## config.mk

```make
export PLATFORM = sky130hd
export DESIGN_NAME = tic_trap_ctl
export DESIGN_NICKNAME = d
export VERILOG_FILES = /design/src/verilog/tic_pkg.sv /design/src/verilog/tic_edge_det.sv /design/src/verilog/tic_trap_ctl.sv
export VERILOG_INCLUDE_DIRS = /design/src /design/src/verilog
export SDC_FILE = /design/constraint.sdc
export NUM_CORES = 1
export LEC_CHECK = 0
export ABC_AREA = 1
export ABC_CLOCK_PERIOD_IN_PS = 1700
export BUFFER_PORTS_ARGS = -buffer_cell sky130_fd_sc_hd__buf_2
export CORE_MARGIN = 2
export CORE_UTILIZATION = 40
export DETAILED_ROUTE_END_ITERATION = 10
export PLACE_DENSITY = 0.65
export SYNTH_ARGS = -nofsm -noshare
export SYNTH_HDL_FRONTEND = slang
export SYNTH_HIERARCHICAL = 1
export SYNTH_SLANG_ARGS = --single-unit
```

## constraint.sdc

```tcl
create_clock -name sys_clk_i -period 1.7 [get_ports sys_clk_i]
set_input_delay 0.085 -clock sys_clk_i [delete_from_list [all_inputs] [get_ports sys_clk_i]]
set_output_delay 0.085 -clock sys_clk_i [all_outputs]
set_load 0.005 [all_outputs]
```

## src/verilog/tic_defs.svh

```systemverilog
// offsets, field positions and reset values of the trap and interrupt control
// assumes inclusion by bare name from the design files
`ifndef TIC_DEFS_SVH
`define TIC_DEFS_SVH
// ----------------------------------------
// register offsets (byte addresses)
// ----------------------------------------
`define TIC_OFF_TRAP_CTL 4'h0
`define TIC_OFF_VEC_EDGE 4'h4
`define TIC_OFF_IRQ_STAT 4'h8
`define TIC_OFF_IRQ_MASK 4'hC
// ----------------------------------------
// trap control and status fields
// ----------------------------------------
`define TIC_NEST_DIS_BIT 15
`define TIC_OVA_FLAG_BIT 14
`define TIC_OVB_FLAG_BIT 13
`define TIC_COVA_FLAG_BIT 12
`define TIC_COVB_FLAG_BIT 11
`define TIC_OVA_TE_BIT 10
`define TIC_OVB_TE_BIT 9
`define TIC_COV_TE_BIT 8
`define TIC_SHIFT_FAULT_BIT 7
`define TIC_DIV_FAULT_BIT 6
`define TIC_ARITH_FAULT_BIT 4
`define TIC_ADDR_FAULT_BIT 3
`define TIC_STACK_FAULT_BIT 2
`define TIC_CLK_FAIL_BIT 1
// writable mask of the first control register, bits 5 and 0 unimplemented
`define TIC_TRAP_CTL_WMASK 16'hFFDE
// ----------------------------------------
// vector and edge control fields
// ----------------------------------------
`define TIC_ALT_VEC_BIT 15
`define TIC_IRQ_DIS_BIT 14
`define TIC_EDGE_LSB 0
`define TIC_VEC_EDGE_WMASK 16'h8007
// ----------------------------------------
// reset values
// ----------------------------------------
`define TIC_TRAP_CTL_RST 16'h0000
`define TIC_VEC_EDGE_RST 16'h0000
`define TIC_IRQ_MASK_RST 16'h0000
`endif

```

## src/verilog/tic_pkg.sv

```systemverilog
// types shared by the trap and interrupt control files
// assumes nothing beyond a SystemVerilog compiler
`default_nettype none
package tic_pkg;
  typedef logic [15:0] tic_word_t; // one register word
  typedef enum logic [1:0] {
    TIC_BUS_IDLE = 2'b00,
    TIC_BUS_ACK = 2'b01
  } tic_bus_e;
endpackage
`default_nettype wire

```

## src/verilog/tic_edge_det.sv

```systemverilog
// one external interrupt input: synchroniser and selectable edge detector
// assumes the pin is asynchronous to sys_clk_i
`timescale 1ns/10ps
`default_nettype none
module tic_edge_det (
  input wire logic sys_clk_i,
  input wire logic rst_i,
  input wire logic clk_en_i,
  input wire logic pin_i, // raw external pin
  input wire logic falling_i, // 1 selects falling edge
  output logic edge_o // one-cycle request pulse
);
  logic meta_ff; // first stage, read only by sync_ff
  logic sync_ff; // second stage
  logic prev_ff; // previous synchronised level

  // two-stage synchroniser then a history flop
  always_ff @(posedge sys_clk_i or posedge rst_i) begin
    if (rst_i) begin
      meta_ff <= 1'b0;
      sync_ff <= 1'b0;
      prev_ff <= 1'b0;
    end else if (clk_en_i) begin
      meta_ff <= pin_i;
      sync_ff <= meta_ff;
      prev_ff <= sync_ff;
    end
  end

  // polarity picks which transition counts
  assign edge_o = clk_en_i & (falling_i ? (prev_ff & ~sync_ff) : (~prev_ff & sync_ff)); // [RL9]
endmodule // tic_edge_det
`default_nettype wire

```

## src/verilog/tic_trap_ctl.sv

```systemverilog
// trap and interrupt control: trap enables, sticky trap flags, vector table select,
// interrupt-disable status and edge selection of three external interrupt inputs
// assumes an Avalon-MM master on sys_clk_i and trap events as one-cycle pulses from the core
// assumes clk_en_i comes from logic on sys_clk_i and needs no synchroniser
// limitation: only the low half of the data bus carries register bits
//
// Summary of operation
// [RL1] overflow traps raised only when their enable set
// [RL2] catastrophic overflow trap only when enabled
// [RL3] divide fault set on divide-by-zero arithmetic trap
// [RL4] address fault flag set on address trap
// [RL5] stack fault flag set on stack trap
// [RL6] clock failure flag set on oscillator trap
// [RL7] unimplemented bits read zero, ignore writes
// [RL8] vector select: 1 alternate, 0 standard
// [RL9] edge polarity: 1 falling, 0 rising
// [RL10] input 0 polarity resets to rising
// [RL11] flags sticky until written zero; disable bit read-only
//
// Decided for this implementation: the Avalon-MM register port and the register addresses.
`include "tic_defs.svh"
`timescale 1ns/10ps
`default_nettype none
module tic_trap_ctl (
  input wire logic sys_clk_i,
  input wire logic rst_i,
  input wire logic clk_en_i, // freezes all state while low
  // avalon-mm slave
  input wire logic [3:0] avs_address_i,
  input wire logic avs_read_i,
  input wire logic avs_write_i,
  input wire logic [31:0] avs_writedata_i,
  input wire logic [3:0] avs_byteenable_i,
  output logic [31:0] avs_readdata_o,
  output logic avs_waitrequest_o,
  // trap events from the core, one-cycle pulses
  input wire logic acc_a_ovf_i,
  input wire logic acc_b_ovf_i,
  input wire logic acc_a_cat_ovf_i,
  input wire logic acc_b_cat_ovf_i,
  input wire logic shift_acc_fault_i,
  input wire logic arith_trap_i,
  input wire logic arith_div0_i, // qualifies arith_trap_i
  input wire logic address_trap_i,
  input wire logic stack_trap_i,
  input wire logic osc_fail_trap_i,
  input wire logic irq_disable_instr_active_i, // level from the core instruction counter
  // external interrupt pins
  input wire logic [2:0] ext_irq_pin_i,
  // outputs to the core
  output logic acc_trap_o, // accumulator trap request pulse
  output logic vector_table_select_o,
  output logic nest_disable_o,
  output logic [2:0] ext_irq_req_o, // edge request pulses
  output logic irq_o // level interrupt
);
  // ----------------------------------------
  // state
  // ----------------------------------------
  tic_pkg::tic_word_t trap_ctl_ff; // first control register
  tic_pkg::tic_word_t vec_edge_ff; // second control register, writable bits
  tic_pkg::tic_word_t irq_stat_ff; // sticky event bits
  tic_pkg::tic_word_t irq_mask_ff; // interrupt enables
  logic idis_meta_ff; // first sync stage
  logic idis_sync_ff; // second sync stage
  tic_pkg::tic_bus_e bus_ff; // bus answer state
  logic [31:0] rdata_ff; // registered read data
  logic acc_trap_ff; // registered trap request

  // helper terms, all combinational
  logic bus_req; // a request is pending
  logic wr_take; // write is completed this cycle
  logic [15:0] be_mask; // byte enables expanded to bits
  logic [15:0] wdata; // low half of write data
  logic ova_hit, ovb_hit, cova_hit, covb_hit; // enabled overflow events
  logic [15:0] trap_set; // hardware set bits of the first register
  logic [15:0] ev_set; // event set bits of interrupt status
  logic [2:0] edge_hit; // edge detector outputs
  logic [15:0] vec_edge_rd; // read view of the second register

  // ----------------------------------------
  // bus handshake
  // ----------------------------------------
  // read and write are never high together, so either one is a request
  assign bus_req = avs_read_i | avs_write_i;
  // every access waits one cycle; answer released on the second edge
  // trade-off: one fixed wait state keeps read data registered at little cost
  assign avs_waitrequest_o = bus_req & (bus_ff != tic_pkg::TIC_BUS_ACK);
  // a write lands only at the edge where waitrequest is seen low
  assign wr_take = avs_write_i & (bus_ff == tic_pkg::TIC_BUS_ACK) & clk_en_i;
  // byte lanes above the low half are ignored
  assign be_mask = {{8{avs_byteenable_i[1]}}, {8{avs_byteenable_i[0]}}};
  assign wdata = avs_writedata_i[15:0] & be_mask;

  // two-state answer machine: idle, then ack for one cycle
  always_ff @(posedge sys_clk_i or posedge rst_i) begin
    if (rst_i) begin
      bus_ff <= tic_pkg::TIC_BUS_IDLE;
    end else if (clk_en_i) begin
      unique case (bus_ff)
        tic_pkg::TIC_BUS_IDLE: begin
          if (bus_req) begin
            bus_ff <= tic_pkg::TIC_BUS_ACK;
          end
        end
        tic_pkg::TIC_BUS_ACK: begin
          bus_ff <= tic_pkg::TIC_BUS_IDLE;
        end
        default: begin
          bus_ff <= tic_pkg::TIC_BUS_IDLE; // unused code recovers
        end
      endcase
    end
  end

  // ----------------------------------------
  // trap qualification
  // ----------------------------------------
  // a disabled overflow neither traps nor raises its flag
  // catastrophic overflow of either accumulator shares one enable
  assign ova_hit = acc_a_ovf_i & trap_ctl_ff[`TIC_OVA_TE_BIT]; // [RL1]
  assign ovb_hit = acc_b_ovf_i & trap_ctl_ff[`TIC_OVB_TE_BIT]; // [RL1]
  assign cova_hit = acc_a_cat_ovf_i & trap_ctl_ff[`TIC_COV_TE_BIT]; // [RL2]
  assign covb_hit = acc_b_cat_ovf_i & trap_ctl_ff[`TIC_COV_TE_BIT]; // [RL2]

  // collect hardware set terms in register layout
  // hazard: the divide qualifier alone means nothing outside an arithmetic trap
  // shift accumulator faults are logged but never gated
  always_comb begin
    trap_set = 16'h0000;
    trap_set[`TIC_OVA_FLAG_BIT] = ova_hit;
    trap_set[`TIC_OVB_FLAG_BIT] = ovb_hit;
    trap_set[`TIC_COVA_FLAG_BIT] = cova_hit;
    trap_set[`TIC_COVB_FLAG_BIT] = covb_hit;
    trap_set[`TIC_SHIFT_FAULT_BIT] = shift_acc_fault_i;
    trap_set[`TIC_DIV_FAULT_BIT] = arith_trap_i & arith_div0_i; // [RL3]
    trap_set[`TIC_ARITH_FAULT_BIT] = arith_trap_i;
    trap_set[`TIC_ADDR_FAULT_BIT] = address_trap_i; // [RL4]
    trap_set[`TIC_STACK_FAULT_BIT] = stack_trap_i; // [RL5]
    trap_set[`TIC_CLK_FAIL_BIT] = osc_fail_trap_i; // [RL6]
  end

  // first control register: software write, hardware set wins over clear
  // hazard: a zero written with a trap in one cycle must not lose it, so set comes last
  always_ff @(posedge sys_clk_i or posedge rst_i) begin
    if (rst_i) begin
      trap_ctl_ff <= `TIC_TRAP_CTL_RST;
    end else if (clk_en_i) begin
      if (wr_take && avs_address_i == `TIC_OFF_TRAP_CTL) begin
        // unimplemented bits never stored; a zero write clears a flag
        trap_ctl_ff <= (((trap_ctl_ff & ~be_mask) | wdata) | trap_set)
                       & `TIC_TRAP_CTL_WMASK; // [RL7] [RL11]
      end else begin
        trap_ctl_ff <= (trap_ctl_ff | trap_set) & `TIC_TRAP_CTL_WMASK; // [RL11]
      end
    end
  end

  // accumulator trap request to the core, one cycle after the event
  // the request is frozen with the rest of the state while clk_en_i is low
  always_ff @(posedge sys_clk_i or posedge rst_i) begin
    if (rst_i) begin
      acc_trap_ff <= 1'b0;
    end else if (clk_en_i) begin
      acc_trap_ff <= ova_hit | ovb_hit | cova_hit | covb_hit; // [RL1] [RL2]
    end
  end

  // ----------------------------------------
  // vector and edge control
  // ----------------------------------------
  // polarity bits reset to rising edge; only writable bits stored
  // the status bit is never stored here; it is merged into the read view
  always_ff @(posedge sys_clk_i or posedge rst_i) begin
    if (rst_i) begin
      vec_edge_ff <= `TIC_VEC_EDGE_RST; // [RL10]
    end else if (clk_en_i && wr_take && avs_address_i == `TIC_OFF_VEC_EDGE) begin
      vec_edge_ff <= ((vec_edge_ff & ~be_mask) | wdata) & `TIC_VEC_EDGE_WMASK; // [RL7]
    end
  end

  // interrupt-disable status comes from another unit; synchronised for safety
  // the two stages cost two cycles of latency on the status bit
  always_ff @(posedge sys_clk_i or posedge rst_i) begin
    if (rst_i) begin
      idis_meta_ff <= 1'b0;
      idis_sync_ff <= 1'b0;
    end else if (clk_en_i) begin
      idis_meta_ff <= irq_disable_instr_active_i;
      idis_sync_ff <= idis_meta_ff;
    end
  end

  // read view: status bit is hardware owned and cannot be written
  always_comb begin
    vec_edge_rd = vec_edge_ff;
    vec_edge_rd[`TIC_IRQ_DIS_BIT] = idis_sync_ff; // [RL11]
  end

  // three edge detectors, one per external input
  // each input has its own polarity bit in bits 2:0
  // the detectors share clock, reset and enable with this module
  genvar gi;
  for (gi = 0; gi < 3; gi = gi + 1) begin : g_edge
    tic_edge_det u_edge (
      .sys_clk_i(sys_clk_i),
      .rst_i(rst_i),
      .clk_en_i(clk_en_i),
      .pin_i(ext_irq_pin_i[gi]),
      .falling_i(vec_edge_ff[`TIC_EDGE_LSB + gi]), // [RL9]
      .edge_o(edge_hit[gi])
    );
  end

  // ----------------------------------------
  // interrupt status and mask
  // ----------------------------------------
  // status layout mirrors bits 15:3 of the first register; edge requests take bits 2:0, so no stack or clock failure bit
  assign ev_set = {trap_set[15:3], edge_hit};

  // sticky status, write one to clear, new event wins
  // edge events have no bit of their own elsewhere, so they take bits 2:0
  always_ff @(posedge sys_clk_i or posedge rst_i) begin
    if (rst_i) begin
      irq_stat_ff <= 16'h0000;
    end else if (clk_en_i) begin
      if (wr_take && avs_address_i == `TIC_OFF_IRQ_STAT) begin
        irq_stat_ff <= (irq_stat_ff & ~wdata) | ev_set;
      end else begin
        irq_stat_ff <= irq_stat_ff | ev_set;
      end
    end
  end

  // mask register
  // byte enables apply as in the control registers
  always_ff @(posedge sys_clk_i or posedge rst_i) begin
    if (rst_i) begin
      irq_mask_ff <= `TIC_IRQ_MASK_RST;
    end else if (clk_en_i && wr_take && avs_address_i == `TIC_OFF_IRQ_MASK) begin
      irq_mask_ff <= (irq_mask_ff & ~be_mask) | wdata;
    end
  end

  // ----------------------------------------
  // read data
  // ----------------------------------------
  // unmapped addresses read zero; upper half always zero
  // captured at the first edge of an access so it stands at the second
  always_ff @(posedge sys_clk_i or posedge rst_i) begin
    if (rst_i) begin
      rdata_ff <= 32'h0000_0000;
    end else if (clk_en_i && avs_read_i && bus_ff == tic_pkg::TIC_BUS_IDLE) begin
      unique case (avs_address_i)
        `TIC_OFF_TRAP_CTL: rdata_ff <= {16'h0000, trap_ctl_ff}; // [RL7]
        `TIC_OFF_VEC_EDGE: rdata_ff <= {16'h0000, vec_edge_rd}; // [RL7]
        `TIC_OFF_IRQ_STAT: rdata_ff <= {16'h0000, irq_stat_ff};
        `TIC_OFF_IRQ_MASK: rdata_ff <= {16'h0000, irq_mask_ff};
        default: rdata_ff <= 32'h0000_0000;
      endcase
    end
  end

  // ----------------------------------------
  // outputs
  // ----------------------------------------
  assign avs_readdata_o = rdata_ff;
  assign acc_trap_o = acc_trap_ff;
  assign vector_table_select_o = vec_edge_ff[`TIC_ALT_VEC_BIT]; // [RL8]
  // nesting disable is a plain stored bit passed to the core
  assign nest_disable_o = trap_ctl_ff[`TIC_NEST_DIS_BIT];
  assign ext_irq_req_o = edge_hit;
  // the interrupt output is a level; it drops only when software clears or masks
  assign irq_o = |(irq_stat_ff & irq_mask_ff);

  // ----------------------------------------
  // checks
  // ----------------------------------------
  // each label line except that of a_stat_sticky ends with the rule that the check guards
  // every check is disabled in reset so no value from reset leaks into a past
  a_ovb_trap_gate: assert property (@(posedge sys_clk_i) disable iff (rst_i) // [RL1]
    (clk_en_i && acc_b_ovf_i && !trap_ctl_ff[`TIC_OVB_TE_BIT] && !acc_a_ovf_i
     && !acc_a_cat_ovf_i && !acc_b_cat_ovf_i) |=> !acc_trap_o)
    else $error("overflow trap raised while disabled");
  a_cov_trap_raise: assert property (@(posedge sys_clk_i) disable iff (rst_i) // [RL2]
    (clk_en_i && acc_a_cat_ovf_i && trap_ctl_ff[`TIC_COV_TE_BIT])
    |=> acc_trap_o && trap_ctl_ff[`TIC_COVA_FLAG_BIT])
    else $error("catastrophic overflow trap missed");
  a_div_fault_set: assert property (@(posedge sys_clk_i) disable iff (rst_i) // [RL3]
    (clk_en_i && arith_trap_i && arith_div0_i) |=> trap_ctl_ff[`TIC_DIV_FAULT_BIT])
    else $error("divide fault not set");
  a_addr_fault_set: assert property (@(posedge sys_clk_i) disable iff (rst_i) // [RL4]
    (clk_en_i && address_trap_i) |=> trap_ctl_ff[`TIC_ADDR_FAULT_BIT] && irq_stat_ff[3])
    else $error("address fault not set");
  a_stack_fault_set: assert property (@(posedge sys_clk_i) disable iff (rst_i) // [RL5]
    (clk_en_i && stack_trap_i) |=> trap_ctl_ff[`TIC_STACK_FAULT_BIT])
    else $error("stack fault not set");
  a_clk_fail_set: assert property (@(posedge sys_clk_i) disable iff (rst_i) // [RL6]
    (clk_en_i && osc_fail_trap_i) |=> trap_ctl_ff[`TIC_CLK_FAIL_BIT])
    else $error("clock failure flag not set");
  a_unimpl_zero: assert property (@(posedge sys_clk_i) disable iff (rst_i) // [RL7]
    trap_ctl_ff[5] == 1'b0 && trap_ctl_ff[0] == 1'b0 && vec_edge_rd[13:3] == 11'h000)
    else $error("unimplemented bit set");
  a_vec_select: assert property (@(posedge sys_clk_i) disable iff (rst_i) // [RL8]
    (wr_take && avs_address_i == `TIC_OFF_VEC_EDGE && avs_byteenable_i[1])
    |=> vector_table_select_o == $past(avs_writedata_i[15]))
    else $error("vector select not taken");
  a_edge_rise: assert property (@(posedge sys_clk_i) disable iff (rst_i) // [RL9]
    (clk_en_i && !vec_edge_ff[0] && $rose(g_edge[0].u_edge.sync_ff)) |-> ext_irq_req_o[0])
    else $error("rising edge missed");
  a_flag_sticky: assert property (@(posedge sys_clk_i) disable iff (rst_i) // [RL11]
    (trap_ctl_ff[`TIC_STACK_FAULT_BIT] && !wr_take) |=> trap_ctl_ff[`TIC_STACK_FAULT_BIT])
    else $error("flag cleared without write");
  // enabled accumulator a overflow traps and logs its flag
  a_ova_trap_raise: assert property (@(posedge sys_clk_i) disable iff (rst_i) // [RL1]
    (clk_en_i && acc_a_ovf_i && trap_ctl_ff[`TIC_OVA_TE_BIT])
    |=> acc_trap_o && trap_ctl_ff[`TIC_OVA_FLAG_BIT])
    else $error("overflow trap missed");
  // disabled catastrophic overflow raises no trap
  a_cov_trap_gate: assert property (@(posedge sys_clk_i) disable iff (rst_i) // [RL2]
    (clk_en_i && acc_b_cat_ovf_i && !trap_ctl_ff[`TIC_COV_TE_BIT] && !acc_a_cat_ovf_i
     && !acc_a_ovf_i && !acc_b_ovf_i) |=> !acc_trap_o)
    else $error("catastrophic overflow trap raised while disabled");
  // divide fault stays clear without a divide-by-zero trap
  a_div_fault_gate: assert property (@(posedge sys_clk_i) disable iff (rst_i) // [RL3]
    (clk_en_i && !trap_ctl_ff[`TIC_DIV_FAULT_BIT] && !(arith_trap_i && arith_div0_i)
     && !(wr_take && avs_address_i == `TIC_OFF_TRAP_CTL))
    |=> !trap_ctl_ff[`TIC_DIV_FAULT_BIT])
    else $error("divide fault set without cause");
  // address fault stays clear without an address trap
  a_addr_fault_gate: assert property (@(posedge sys_clk_i) disable iff (rst_i) // [RL4]
    (clk_en_i && !trap_ctl_ff[`TIC_ADDR_FAULT_BIT] && !address_trap_i
     && !(wr_take && avs_address_i == `TIC_OFF_TRAP_CTL))
    |=> !trap_ctl_ff[`TIC_ADDR_FAULT_BIT])
    else $error("address fault set without cause");
  // a falling edge requests input 0 when its polarity bit is set
  a_edge_fall: assert property (@(posedge sys_clk_i) disable iff (rst_i) // [RL9]
    (clk_en_i && vec_edge_ff[0] && $fell(g_edge[0].u_edge.sync_ff)) |-> ext_irq_req_o[0])
    else $error("falling edge missed");
  // an edge event stays in the status until written one
  a_stat_sticky: assert property (@(posedge sys_clk_i) disable iff (rst_i)
    (irq_stat_ff[0] && !(wr_take && avs_address_i == `TIC_OFF_IRQ_STAT)) |=> irq_stat_ff[0])
    else $error("status bit cleared without write");
endmodule // tic_trap_ctl
`default_nettype wire

```

==> results.json, run 1 <==
{
  "outcome": "completed",
  "wl_per_cell_um": 13.6,
  "fp-row-count": 36,
  "dp_hpwl_um": 7550,
  "drc": 0,
  "antennaDiodeCount": 0,
  "critPathArrivalTime_ns": 1.72,
  "vdd_drop_max_uv": 494,
  "synth_cell_types": 24,
  "grt_start_max_net_pins": 30,
  "cts_tree": "built",
  "place_congestion": 0.831,
  "grt_util_all_layers_pct": 19.2,
  "drt_first_pass_iters": 4,
  "vias": 3589,
  "grt_antenna_before_repair": 0,
  "avgSynthCellArea_um2": 7.77,
  "clock.fmax_ghz": 0.675,
  "first_global_vias": 3434,
  "ant_nets": 0,
  "clk_path_buf_depth": 2,
  "crit_fanout": 12,
  "numPortBuffers": 64,
  "clk-insertion-delay-late_ns": 0.36,
  "root_buffer": "clkbuf_8",
  "worst_hold_slack_ns": 0.00301,
  "hold_violations": 0,
  "dieArea_um2": 11000,
  "syn_to_final_growth_pct": 20.3,
  "yosys_warnings": 6,
  "path_class": "reg -> reg",
  "cts_made_buffers": 9,
  "synth_top_area_cell": "dfrtp_1",
  "syn_inst": 524,
  "fin_crit_ns": 1.48,
  "slew_headroom_pct": 62.6,
  "final_nets": 667,
  "skew_ns": 0.0119,
  "endpoint_kind": "register",
  "overflow": 0,
  "crit_path_start_kind": "register",
  "fin_crit_sh_pct": 87.1,
  "maxCapViolCount": 0,
  "initial_utilization_pct": 41.5,
  "ys_seq_area_share_pct": 48.5,
  "grt_pass1_wl_um": 16700,
  "worst_pin_slew_ns": 0.560,
  "powerDensity_nw_per_um2": 939,
  "io_pins": 99,
  "drt_iter0_markers": 225,
  "cts_sinks": 79,
  "finalWirelength_um": 10100,
  "synthTopCellsByArea": "dfrtp_1, nand2_1, nand3_1, inv_1, buf_4",
  "clkSlewWorstSetupHoldPaths_ns": 0.07,
  "ys_ff_latch": 79,
  "drive_gt1_share_pct": 19.8,
  "die_height_um": 105,
  "setup_viol": 0,
  "htreeDepth": 3,
  "fin_setup_tns_ns": 0,
  "die_w_um": 105,
  "synth_top_area_share_pct": 48.5,
  "rsz0062_at_grt": "no",
  "critical_path_required_ns": 1.94,
  "syn-cell-area_um2": 4070,
  "core_um2": 9820,
  "slew_violations": 0,
  "hold_class": "in -> reg",
  "routed_via_density": 4.82,
  "leakage_nw": 2.67
}
-- layout by cell type (no fill, tap or decap), types with 4 or more instances in the layout --
cell type,n
nand2_2,4
o21ai_0,22
inv_1,43
dfrtp_1,79
dlygate4sd3_1,17
buf_4,10
nand2_1,205
buf_2,64
nand3_1,65
conb_1,16
o21ai_2,12
nand4_1,9
nor2_1,20
clkbuf_8,9
a21oi_1,9
a31oi_1,5
-- Yosys cell counts (all sizes together) --
library cell    n
clkbuf          7
and3            1
nand3          66
o21ai          34
nor2           26
nand2         211
nor3            1
conb            1
inv            46
dfrtp          79
buf            29
nand4           9
a31oi           5
a21oi           9
-- layer usage --
| layer | global-route usage, % | vias up | wire [um] |
|---|---|---|---|
| met4 | 6.57 | 0 | 146 |
| li1 | - | 1804 | - |
| met3 | 3.68 | 13 | 705 |
| met1 | 27.3 | 1650 | 4640 |
| met2 | 29.3 | 122 | 4660 |
| met5 | 0 | - | 0 |
-- logic make-up after synthesis --
group                  Yosys count  share of synthesized area (%)
buffers and inverters           82                           10.1
other                            1                         0.0920
AND/OR/NAND/NOR                314                           34.2
flip-flops                      79                           48.5
AO/OA/AOI/OAI                   48                           7.16
-- through the flow --
stage | cells | cell area, um^2 | setup slack, ns | utilization (%) | power (mW)
4_1_cts | 745 | 4900 | 0.0476 | 49.9 | 4.63
3_5_place_dp | 713 | 4520 | 0.0601 | 46.0 | 3.10
6_report | 745 | 4900 | 0.219 | 49.9 | 4.60
5_1_grt | 745 | 4900 | 0.124 | 49.9 | 4.85
3_3_place_gp | 713 | 4520 | 0.102 | 46.0 | 3.07
2_1_floorplan | 539 | 4130 | 0.453 | - | 2.80
-- path summary, 6_finish.rpt --
path	from	to	slack, ns	cells after the start
setup reg to reg	bus_ff[0]	trap_ctl_ff[15]	0.22	5
hold / removal	shift_acc_fault_i	irq_stat_ff[7]	0.003	3
min in group asynchronous	rst_i	g_edge[1].u_edge/meta_ff	0.17	3
hold reg to reg	avs_readdata_o[3]	avs_readdata_o[3]	0.48	2
setup / recovery	bus_ff[0]	trap_ctl_ff[15]	0.22	5
max in group asynchronous	rst_i	irq_stat_ff[12]	0.84	4
-- layout make-up --
class / count / area [um^2]
clock buffer: 9 / 124
inverter: 46 / 176
multi-input combinational: 378 / 1750
timing repair buffer: 94 / 626
tap: 133 / 166
sequential: 79 / 1980
clock inverter: 6 / 86.3
fill: 1003 / 4920
-- report_power, final --
part | switching, mW | internal, mW
Clock | 0.696 | 0.816
Sequential | 0.182 | 2.12
Combinational | 0.456 | 0.325
Total | 1.34 | 3.27
-- repair_timing --
item	4_1_cts	5_1_grt
gates resized for setup	0	1
hold endpoints to repair	47	0
setup buffers	0	0
hold buffers	17	0
setup endpoints to repair	0	6
-- critical path, cell delays in order (launching register included) --
cell and delay (ns):
dfrtp_1 0.48, nand3_4 0.18, nor2_4 0.29, nand2_2 0.23, nand2_1 0.13, o21ai_2 0.05
No activity file was read; power rests on OpenSTA's default activity.
==> run 2, diff against run 1 <==
--- a/config.mk
+++ b/config.mk
@@ -9,11 +9,11 @@
 export ABC_AREA = 1
 export ABC_CLOCK_PERIOD_IN_PS = 1700
 export BUFFER_PORTS_ARGS = -buffer_cell sky130_fd_sc_hd__buf_2
+export CORE_ASPECT_RATIO = 1.4
 export CORE_MARGIN = 2
 export CORE_UTILIZATION = 40
 export DETAILED_ROUTE_END_ITERATION = 10
 export PLACE_DENSITY = 0.65
 export SYNTH_ARGS = -nofsm -noshare
 export SYNTH_HDL_FRONTEND = slang
-export SYNTH_HIERARCHICAL = 1
 export SYNTH_SLANG_ARGS = --single-unit
==> results.json, run 2 <==
{
  "first_global_vias": 3425,
  "slew_violations": 0,
  "finalWirelength_um": 10200,
  "ys_seq_area_share_pct": 49.7,
  "ant_nets": 0,
  "fp-row-count": 43,
  "min_from": "avs_writedata_i[12]",
  "critPathArrivalTime_ns": 1.77,
  "synth_most_common_cell": "nand2_1",
  "multi_input_area_um2": 1670,
  "r2r_end": "trap_ctl_ff[13]",
  "synthTopCellsByArea": "dfrtp_1, nand2_1, nand3_1, buf_4, inv_1",
  "synth_cell_types": 29,
  "path_class": "reg -> reg",
  "rsz0062_at_grt": "no",
  "antennaDiodeCount": 0,
  "leakage_nw": 2.62,
  "drt_first_pass_iters": 5,
  "fin_util_pct": 50.0,
  "final.fill_count": 1007,
  "syn-cell-area_um2": 3980,
  "clk_path_buf_depth": 2,
  "drive_gt1_share_pct": 19.0,
  "drt_iter0_markers": 321,
  "synth_ff_type": "dfrtp_1",
  "skew_ns": 0.00570,
  "grt_pass1_wl_um": 17000,
  "cts_resized": 0,
  "die_w_um": 88.3,
  "hold_violations": 0,
  "overflow": 0,
  "io_pins": 99,
  "wl_per_cell_um": 14.0,
  "setup_viol": 0,
  "place_congestion": 0.831,
  "grt_antenna_before_repair": 0,
  "grt_util_all_layers_pct": 20.5,
  "avgSynthCellArea_um2": 7.79,
  "crit_path_start_kind": "register",
  "yosys_warnings": 0,
  "syn_inst": 511,
  "fin_crit_ns": 1.55,
  "dieArea_um2": 10800,
  "vdd_drop_max_uv": 528,
  "fin_setup_tns_ns": 0,
  "async_reset_ff_share_pct": 100,
  "synth_edf_count": 0,
  "outcome": "completed",
  "clock.fmax_ghz": 0.643,
  "synthTopCellsByCount": "nand2_1, dfrtp_1, nand3_1",
  "routed_via_density": 4.91,
  "grt_start_max_net_pins": 64,
  "hold_class": "in -> reg",
  "powerDensity_nw_per_um2": 1040,
  "synth_top_area_share_pct": 49.7,
  "die_height_um": 122,
  "cts_made_buffers": 9,
  "fin_crit_sh_pct": 91.4,
  "crit_fanout": 12,
  "reg2reg_slack_ns": 0.15,
  "final_nets": 649,
  "synth_top_area_cell": "dfrtp_1",
  "worst_hold_slack_ns": 0.0199,
  "final_cells": 730,
  "cts_sinks": 79,
  "htreeDepth": 3,
  "vias": 3584,
  "critical_path_required_ns": 1.91,
  "clkSlewWorstSetupHoldPaths_ns": 0.06,
  "layout_common_cells": "nand2_1, dfrtp_1, nand3_1",
  "root_buffer": "clkbuf_16",
  "r2r-start": "bus_ff[0]",
  "syn_to_final_growth_pct": 23.0,
  "holdPathStages": 3,
  "final_common_cell": "nand2_1",
  "ys_ff_latch": 79,
  "cts_tree": "built",
  "maxCapViolCount": 0,
  "clk-insertion-delay-late_ns": 0.33,
  "dp.cells": 698,
  "numPortBuffers": 64,
  "dp_hpwl_um": 7220,
  "drc": 0,
  "core_um2": 9790,
  "seq_area_um2": 1980,
  "endpoint_kind": "register",
  "reg2reg_depth": 5,
  "initial_utilization_pct": 40.6
}
-- run 2: worst max path at each step --
stage / cells past startpoint / startpoint / slack (ns) / to
after floorplan: 6 / bus_ff[0] / 0.49 / trap_ctl_ff[13]
after global placement: 5 / bus_ff[0] / 0.22 / trap_ctl_ff[8]
after detailed placement: 5 / bus_ff[0] / 0.15 / trap_ctl_ff[13]
after CTS: 5 / bus_ff[0] / 0.13 / trap_ctl_ff[13]
after global routing: 5 / bus_ff[0] / 0.02 / trap_ctl_ff[15]
final: 5 / bus_ff[0] / 0.15 / trap_ctl_ff[13]
-- run 2: logic make-up after synthesis --
family / Yosys count / synth area share (%)
buf+inv: 77 / 9.71
flops: 79 / 49.7
simple gates: 310 / 34.2
other cells: 1 / 0.0942
compound gates: 44 / 6.32
-- run 2: report_power, final --
group	switching, mW	internal, mW	total (mW)
combinational	0.392	0.267	0.658
clock	0.752	1.47	2.22
sequential	0.140	2.08	2.22
total	1.28	3.82	5.10
-- run 2: per-layer routing --
| metal | GRT usage, % | part of all wire (%) | vias to the layer above |
|---|---|---|---|
| met3 | 3.66 | 5.3 | 20 |
| met5 | 0 | 0 | - |
| met2 | 31.8 | 48 | 124 |
| li1 | - | - | 1768 |
| met4 | 9.47 | 2.8 | 0 |
| met1 | 27.9 | 44 | 1672 |
-- run 2: what timing repair did --
item | in CTS | in global routing
endpoints found under the hold margin | 33 | 0
buffers inserted | 0 | 0
hold buffers | 16 | 0
-- run 2: cell type report --
class,count,share of cell area (%)
clock buffers,10,4.88
clock inverters,6,2.20
inverters,38,2.99
multi-input cells,370,34.2
flip-flops and latches,79,40.4
well taps,135,3.45
repair buffers,92,11.9
-- run 2: metrics by stage --
stage / power (mW) / setup WS [ns] / instance area, um^2
floorplan: 2.64 / 0.494 / 4040
global placement: 2.86 / 0.216 / 4390
detailed placement: 2.88 / 0.153 / 4390
CTS: 5.15 / 0.134 / 4890
global route: 5.35 / 0.0246 / 4890
finish: 5.10 / 0.145 / 4890
-- run 2: critical path, stage by stage, from the launching register on --
cell     delay (ns)
dfrtp_1        0.43
nand3_4        0.16
nor2_1         0.28
nand2_1        0.34
nand2_1        0.15
nand3_1        0.08
